$ cat src/hdl/fcr_pkg.sv
// Purpose: constants for the fpu setup register, upper field block
// Assumes: internal 5-bit register addressing by move instructions
// Notes:   bits 6..0 live outside this block and read as zero here
package fcr_pkg;
    // ------------------------------------------------------------
    // register address and geometry
    // ------------------------------------------------------------
    localparam logic [4:0]  SETUP_REG_ADDR  = 5'h0d;
    localparam int          REG_W           = 32;
    localparam int          MUL_EXC_N       = 6;
    localparam int          ALU_EXC_N       = 5;

    // ------------------------------------------------------------
    // field positions
    // ------------------------------------------------------------
    localparam int          MUL_EN_LSB      = 26;
    localparam int          ALU_EN_LSB      = 21;
    localparam int          RSVD_HI_MSB     = 20;
    localparam int          RSVD_HI_LSB     = 11;
    localparam int          REVISION_BIT    = 10;
    localparam int          PIN_CFG_BIT     = 9;
    localparam int          MEM_CFG_BIT     = 8;
    localparam int          RSVD_LO_BIT     = 7;

    // ------------------------------------------------------------
    // reset and write masks
    // ------------------------------------------------------------
    localparam logic [31:0] SETUP_RESET     = 32'hffe00000;
    localparam logic [31:0] SETUP_WR_MASK   = 32'hffe00300;
    // arbitrary neutral value, not the shipped revision
    localparam logic        REVISION_VALUE  = 1'b0;
endpackage

$ cat src/hdl/fcr_pin_mux.sv
// Purpose: output-enable steering of local bus pins
// Assumes: enable inputs already synchronised and registered
// Notes:   enables are high while the device drives the pin
`timescale 1ns/1ps
module fcr_pin_mux (
    // configuration
    input  wire logic pin_cfg_active,
    input  wire logic loe_high,
    // core bus drive request
    input  wire logic bus_drive_req,
    // pin enables
    output logic      col_strobe_oe,
    output logic      write_strobe_oe,
    output logic      coproc_ready_oe,
    output logic      coproc_interrupt_oe,
    output logic      address_latch_oe,
    output logic      local_address_data_oe
);
    logic float_pins;

    // --------------------------------------------------------------
    // tristate steering
    // --------------------------------------------------------------
    assign float_pins            = pin_cfg_active & loe_high;
    assign col_strobe_oe         = ~float_pins;
    assign write_strobe_oe       = ~float_pins;
    assign coproc_ready_oe       = 1'b1;
    assign coproc_interrupt_oe   = 1'b1;
    assign address_latch_oe      = 1'b1;
    assign local_address_data_oe = bus_drive_req & ~float_pins;
endmodule

$ cat src/hdl/fcr_top.sv
// Purpose: upper fields of the fpu setup register and their pin effects
// Assumes: move instructions supply address, strobe and data each cycle
// Notes:   read data is registered, one cycle after the address
`timescale 1ns/1ps
module fcr_top #(
    parameter logic REVISION_ID = fcr_pkg::REVISION_VALUE
) (
    // clock and reset
    input  wire logic        clk,
    input  wire logic        reset,
    // move instruction register access
    input  wire logic        move_wr_en,
    input  wire logic [4:0]  move_wr_addr,
    input  wire logic [31:0] move_wr_data,
    input  wire logic [4:0]  move_rd_addr,
    output logic [31:0]      move_rd_data,
    output logic             move_rd_hit,
    // fpu operand source check
    input  wire logic        fpu_src_valid,
    input  wire logic [4:0]  fpu_src_a_addr,
    input  wire logic [4:0]  fpu_src_b_addr,
    output logic             fpu_src_illegal,
    // field outputs
    output logic [5:0]       mul_exc_enables,
    output logic [4:0]       alu_exc_enables,
    output logic             local_bus_pin_config,
    output logic             program_memory_select_config,
    // exception events
    input  wire logic [5:0]  mul_exc_event,
    input  wire logic [4:0]  alu_exc_event,
    input  wire logic        exception_flag_clear,
    output logic             exception_flag_sticky,
    // mode
    input  wire logic        coprocessor_mode,
    // local bus pin sources from the core
    input  wire logic        local_output_enable_n,
    input  wire logic        col_strobe_core,
    input  wire logic        write_strobe_core,
    input  wire logic        coproc_ready_core,
    input  wire logic        address_latch_core,
    input  wire logic        set_mask_interrupt,
    input  wire logic        bus_move_active,
    input  wire logic        bus_move_boundary_bit,
    input  wire logic        bus_drive_req,
    input  wire logic [31:0] bus_data_core,
    // local bus pins
    output logic             col_strobe_out,
    output logic             col_strobe_oe,
    output logic             write_strobe_out,
    output logic             write_strobe_oe,
    output logic             coproc_ready_out,
    output logic             coproc_ready_oe,
    output logic             coproc_interrupt_out,
    output logic             coproc_interrupt_oe,
    output logic             address_latch_strobe,
    output logic             address_latch_oe,
    output logic [31:0]      local_address_data_bus,
    output logic             local_address_data_oe,
    // program memory select
    input  wire logic        mem_access,
    input  wire logic        mem_data_space,
    output logic             memory_chip_enable,
    output logic             space_select_pin
);
    // --------------------------------------------------------------
    // declarations
    // --------------------------------------------------------------
    logic [31:0] setup_r;
    logic [31:0] setup_nxt;
    logic [31:0] setup_view;
    logic [31:0] rd_data_r;
    logic        rd_hit_r;
    logic        src_illegal_r;
    logic        exc_flag_r;
    logic [10:0] exc_enable;
    logic [10:0] exc_event;
    logic [10:0] exc_gated;
    logic        loe_s1_r;
    logic        loe_s2_r;
    logic        loe_s3_r;
    logic        loe_high_r;
    logic        pin_cfg_active;
    logic        col_strobe_r;
    logic        write_strobe_r;
    logic        ready_r;
    logic        interrupt_r;
    logic        latch_r;
    logic [31:0] bus_data_r;
    logic        mce_r;
    logic        space_r;

    function automatic logic is_setup_addr(input logic [4:0] addr);
        is_setup_addr = (addr == fcr_pkg::SETUP_REG_ADDR);
    endfunction

    // --------------------------------------------------------------
    // register write
    // --------------------------------------------------------------
    always_comb begin
        setup_nxt = setup_r;
        if (move_wr_en && is_setup_addr(move_wr_addr)) begin
            setup_nxt = (move_wr_data & fcr_pkg::SETUP_WR_MASK)
                      | (setup_r & ~fcr_pkg::SETUP_WR_MASK);
        end
    end

    always_ff @(posedge clk) begin
        if (reset) begin
            setup_r <= fcr_pkg::SETUP_RESET;
        end else begin
            setup_r <= setup_nxt;
        end
    end

    // reserved and revision bits forced on every read
    always_comb begin
        setup_view = setup_r & fcr_pkg::SETUP_WR_MASK;
        setup_view[fcr_pkg::REVISION_BIT] = REVISION_ID;
    end

    assign mul_exc_enables              = setup_view[31:fcr_pkg::MUL_EN_LSB];
    assign alu_exc_enables              = setup_view[25:fcr_pkg::ALU_EN_LSB];
    assign local_bus_pin_config         = setup_view[fcr_pkg::PIN_CFG_BIT];
    assign program_memory_select_config = setup_view[fcr_pkg::MEM_CFG_BIT];

    // --------------------------------------------------------------
    // register read and source check
    // --------------------------------------------------------------
    always_ff @(posedge clk) begin
        if (reset) begin
            rd_data_r <= 32'h0000_0000;
            rd_hit_r  <= 1'b0;
        end else begin
            rd_hit_r  <= is_setup_addr(move_rd_addr);
            rd_data_r <= is_setup_addr(move_rd_addr) ? setup_view : 32'h0000_0000;
        end
    end

    always_ff @(posedge clk) begin
        if (reset) begin
            src_illegal_r <= 1'b0;
        end else begin
            src_illegal_r <= fpu_src_valid
                           & (is_setup_addr(fpu_src_a_addr) | is_setup_addr(fpu_src_b_addr));
        end
    end

    assign move_rd_data    = rd_data_r;
    assign move_rd_hit     = rd_hit_r;
    assign fpu_src_illegal = src_illegal_r;

    // --------------------------------------------------------------
    // exception detection
    // --------------------------------------------------------------
    assign exc_enable = {mul_exc_enables, alu_exc_enables};
    assign exc_event  = {mul_exc_event, alu_exc_event};

    genvar gi;
    generate
        for (gi = 0; gi < fcr_pkg::MUL_EXC_N + fcr_pkg::ALU_EXC_N; gi++) begin : g_exc
            assign exc_gated[gi] = exc_event[gi] & exc_enable[gi];
        end
    endgenerate

    // set wins over a clear in the same cycle
    always_ff @(posedge clk) begin
        if (reset) begin
            exc_flag_r <= 1'b0;
        end else if (|exc_gated) begin
            exc_flag_r <= 1'b1;
        end else if (exception_flag_clear) begin
            exc_flag_r <= 1'b0;
        end
    end

    assign exception_flag_sticky = exc_flag_r;

    // --------------------------------------------------------------
    // output-enable pin synchroniser
    // --------------------------------------------------------------
    always_ff @(posedge clk) begin
        if (reset) begin
            loe_s1_r <= 1'b1;
            loe_s2_r <= 1'b1;
            loe_s3_r <= 1'b1;
        end else begin
            loe_s1_r <= local_output_enable_n;
            loe_s2_r <= loe_s1_r;
            loe_s3_r <= loe_s2_r;
        end
    end

    always_ff @(posedge clk) begin
        if (reset) begin
            loe_high_r <= 1'b1;
        end else if (loe_s2_r == loe_s3_r) begin
            loe_high_r <= loe_s3_r;
        end
    end

    assign pin_cfg_active = local_bus_pin_config & ~coprocessor_mode;

    fcr_pin_mux u_pin_mux (
        .pin_cfg_active        (pin_cfg_active),
        .loe_high              (loe_high_r),
        .bus_drive_req         (bus_drive_req),
        .col_strobe_oe         (col_strobe_oe),
        .write_strobe_oe       (write_strobe_oe),
        .coproc_ready_oe       (coproc_ready_oe),
        .coproc_interrupt_oe   (coproc_interrupt_oe),
        .address_latch_oe      (address_latch_oe),
        .local_address_data_oe (local_address_data_oe)
    );

    // --------------------------------------------------------------
    // local bus pin data
    // --------------------------------------------------------------
    always_ff @(posedge clk) begin
        if (reset) begin
            col_strobe_r   <= 1'b1;
            write_strobe_r <= 1'b1;
            ready_r        <= 1'b1;
            latch_r        <= 1'b0;
            bus_data_r     <= 32'h0000_0000;
        end else begin
            col_strobe_r   <= col_strobe_core;
            write_strobe_r <= write_strobe_core;
            ready_r        <= coproc_ready_core;
            latch_r        <= address_latch_core;
            bus_data_r     <= bus_data_core;
        end
    end

    // interrupt pin doubles as bus cycle boundary marker
    always_ff @(posedge clk) begin
        if (reset) begin
            interrupt_r <= 1'b1;
        end else if (pin_cfg_active) begin
            interrupt_r <= ~(bus_move_active & bus_move_boundary_bit);
        end else begin
            interrupt_r <= set_mask_interrupt;
        end
    end

    assign col_strobe_out         = col_strobe_r;
    assign write_strobe_out       = write_strobe_r;
    assign coproc_ready_out       = ready_r;
    assign coproc_interrupt_out   = interrupt_r;
    assign address_latch_strobe   = latch_r;
    assign local_address_data_bus = bus_data_r;

    // --------------------------------------------------------------
    // program memory selects, chip enable active low, space pin active low in split mode only
    // --------------------------------------------------------------
    always_ff @(posedge clk) begin
        if (reset) begin
            mce_r   <= 1'b1;
            space_r <= 1'b0;
        end else if (program_memory_select_config) begin
            mce_r   <= ~(mem_access & ~mem_data_space);
            space_r <= ~(mem_access & mem_data_space);
        end else begin
            mce_r   <= ~mem_access;
            space_r <= mem_data_space;
        end
    end

    assign memory_chip_enable = mce_r;
    assign space_select_pin   = space_r;
endmodule

$ cat config.mk
export PLATFORM = sky130hd
export DESIGN_NAME = fcr_top
export DESIGN_NICKNAME = d
export VERILOG_FILES = /design/src/hdl/fcr_pkg.sv /design/src/hdl/fcr_pin_mux.sv /design/src/hdl/fcr_top.sv
export SDC_FILE = /design/constraint.sdc
export NUM_CORES = 1
export LEC_CHECK = 0
export BUFFER_PORTS_ARGS = -buffer_cell sky130_fd_sc_hd__buf_2
export CORE_ASPECT_RATIO = 0.5
export CORE_MARGIN = 2
export CORE_UTILIZATION = 35
export DETAILED_ROUTE_END_ITERATION = 12
export PLACE_DENSITY = 0.84
export SLEW_MARGIN = 20
export SYNTH_ARGS = -nofsm -noshare
export SYNTH_HDL_FRONTEND = slang
export SYNTH_SLANG_ARGS = --single-unit
export TNS_END_PERCENT = 100
$ cat constraint.sdc
create_clock -name clk -period 2.9 [get_ports clk]
set_input_delay 0.435 -clock clk [delete_from_list [all_inputs] [get_ports clk]]
set_output_delay 0.435 -clock clk [all_outputs]
set_load 0.02 [all_outputs]
==> results.tsv <==
stage	metric	value	unit
critical_path	category of the worst setup path launch point	flip-flop	
sta	post-layout min period	1.75	ns
worst_hold_path	Tightest Hold Check Type	in -> reg	
clock_network	post-CTS resize count	0	
clock_network	total CTS buffers	9	
sta	total negative slack	0	ns
grt	antenna violations before repair	0	
power	leakage power total	0.00179	uW
floorplanning	count of pins on the block boundary	205	
placed_design	post-place setup slack	1.30	ns
placed_design	placer congestion estimate	0.767	
detailed_routing	number of design rule violations left after detail routing	0	
logic_synthesis	Yosys cell types	31	
placed_design	dpl hpwl	4550	um
logic_synthesis	Synth Instances	220	
logic_synthesis	number of warning messages in the yosys log	0	
layout	post-route insts no fill	479	
power	Logic pwr share	8.8	%
placed_design	Post-Place Cells	463	
detailed_routing	number of nets still failing antenna checks after routing	0	
layout	Final Util	53.2	%
clock_network	CTS root buffer	clkbuf_16	
grt	number of global-route vias before repair	1916	
clock_network	hold bufs inserted after CTS	0	
sta	worst relative slew slack	57.6	%
sta	final setup violating endpoints	0	
sta	count of final max-slew check failures	0	
power	Int Power	1960	uW
logic_synthesis	sequential share of the synthesized area	59.3	%
sta	crit path setup slack, layout	1.15	ns
layout	Reg area	1440	um2
detailed_routing	overall routed net length	5940	um
logic_synthesis	Post-Synthesis Mean Instance Area	11.0	um2
clock_network	number of H-tree levels	3	
logic_synthesis	combined area of all synthesized cells	2430	um2
clock_network	TritonCTS clock tree	yes	
layout	most frequent cells in the layout	buf_2, dfxtp_1, nor2b_1, conb_1, and2_1	
layout	most common cell after layout, fill and taps aside	buf_2	
critical_path	critical-path maximum fanout	4	
critical_path	CP endpoint kind	output pin	
critical_path	Required @ worst endpoint	2.47	ns
critical_path	path type of the worst setup path	reg -> out	
power	part of the power in registers	41.7	%
job	maxcap violations	0	
layout	area delta synth->final	46.7	%
detailed_routing	Routed WL per cell	12.4	um
power	largest vdd supply drop	0.336	mV
power	total power per unit cell area	697	nW/um2
power	clock network power share	49.6	%
clock_network	maximum buffer depth of the clock tree	2	
grt	Global Route Usage Sum	15.5	%
sta	maximum clock frequency	0.572	GHz
grt	wire length of the first global-routing pass	9070	um
layout	multi-input gate area in the final layout	836	um2
layout	flip-flop count of the largest register, all copies and words added	32	
logic_synthesis	number of synthesized register bits	72	
layout	antenna cells	0	
sta	slew at the pin with the worst max-slew slack	0.633	ns
layout	Filler Cell Count	604	
critical_path	worst path arrival time	1.31	ns
detailed_routing	total iterations of the first detailed-routing run	4	
detailed_routing	ratio of routed vias to standard cells	4.31	
floorplanning	standard-cell rows	21	
detailed_routing	total number of vias	2063	
sta	setup repair after global routing missed its margin	no	
layout	fraction of layout instances using a drive strength above 1	49.1	%
clock_network	sinks on the clock net	72	
grt	total congestion overflow	0	
clock_network	worst-skew pair later-pin latency	0.32	ns
sta	Clock Skew	0.00534	ns
layout	layout net count	494	
detailed_routing	initial DRC count	77	
placed_design	number of I/O port buffers	163	
clock_network	post-CTS setup buffer count	0	
power	switching power as a share of total power	21.2	%
sta	total count of hold-check failures in the final report	0	
status	status	completed	
floorplanning	core region area	6700	um2
sta	final critical-path share of the clock period	60.3	%
power	switching power	527	uW
clock_network	clk slew on worst S/H paths	0.05	ns
floorplanning	starting density of the core	36.3	%
floorplanning	area of the die	7670	um2
floorplanning	Die H	62.9	um
floorplanning	die outline width	122	um
grt	pin count of the biggest net entering global routing	59	
[power groups by stage]
stage	Combinational, uW	Sequential [uW]	Clock (uW)
finish	218	1040	1230
global route	236	1040	1310
CTS	219	1040	1250
detailed placement	218	1060	0
global placement	214	1060	0
floorplan	95.8	1100	0
[layer usage]
layer | global-route usage [%] | wire, um | vias to the layer above
li1 | - | - | 1015
met1 | 15.8 | 2260 | 978
met2 | 29.7 | 3290 | 66
met3 | 5.20 | 332 | 4
met4 | 5.03 | 58 | 0
met5 | 0 | 0 | -
[layout make-up]
| type | count | share of cell area (%) |
|---|---|---|
| multi-input combinational | 134 | 23.4 |
| tap | 92 | 3.23 |
| inverter | 1 | 0.105 |
| clock inverter | 7 | 3.37 |
| clock buffer | 9 | 6.32 |
| sequential | 72 | 40.4 |
| timing repair buffer | 164 | 23.1 |
[path summary, 6_finish.rpt]
| kind | from | endpoint | slack (ns) | depth (start not counted) |
|---|---|---|---|---|
| max reg2reg | setup_r[31]$_SDFFE_PP1P_ | exception_flag_sticky$_SDFFE_PP0P_ | 1.83 | 3 |
| max | setup_r[9]$_SDFFE_PP0P_ | local_address_data_oe | 1.15 | 4 |
| min | write_strobe_core | write_strobe_out$_SDFF_PP1_ | 0.30 | 2 |
| min reg2reg | loe_s1_r$_SDFF_PP1_ | loe_s2_r$_SDFF_PP1_ | 0.41 | 1 |
[metrics by stage]
step / cell area (um2) / hold slack, ns / total power (uW)
global placement: 3220 / 0.396 / 1270
finish: 3560 / 0.302 / 2480
CTS: 3560 / 0.295 / 2510
global route: 3560 / 0.293 / 2590
detailed placement: 3220 / 0.401 / 1280
floorplan: 2500 / 0.389 / 1200
[cells by family (layout without fill, tap and decap cells)]
group           Yosys count  after routing  synth area share, %
flops                    72             72                 59.3
buf+inv                  34            181                 9.37
compound gates           26             26                 8.19
simple gates             85             85                 22.4
other cells               2             22                0.309
mux                       1              1                0.412
[cell usage after synthesis]
cell,count,share of area (%)
clkbuf_1,4,0.62
a31oi_1,1,0.26
nand2_2,1,0.26
o22ai_1,1,0.26
buf_6,1,0.46
nand3b_1,1,0.31
nand2b_1,2,0.51
and2b_4,1,0.41
and2_1,14,3.6
mux2i_1,1,0.41
nor2_1,2,0.31
inv_1,1,0.15
nand2_1,3,0.46
a221oi_1,3,1.1
nor2b_1,34,8.8
conb_1,2,0.31
and4b_4,1,0.57
buf_4,23,7.1
and3b_1,1,0.36
nand3_1,3,0.62
nor3_2,1,0.41
a21oi_1,3,0.62
a22o_1,3,1.1
or2_2,6,1.5
o21bai_1,1,0.31
buf_2,5,1.0
a211o_1,11,4.0
and3_1,11,2.8
nand4b_1,4,1.4
dfxtp_1,72,59
o21ai_0,3,0.62
[critical path, stage by stage (launching register included)]
cell	delay, ns
dfxtp_1	0.39
nor2b_1	0.22
nand2_1	0.10
and2_1	0.15
buf_2	0.15
Note: power is estimated with default switching activity, not from simulation.
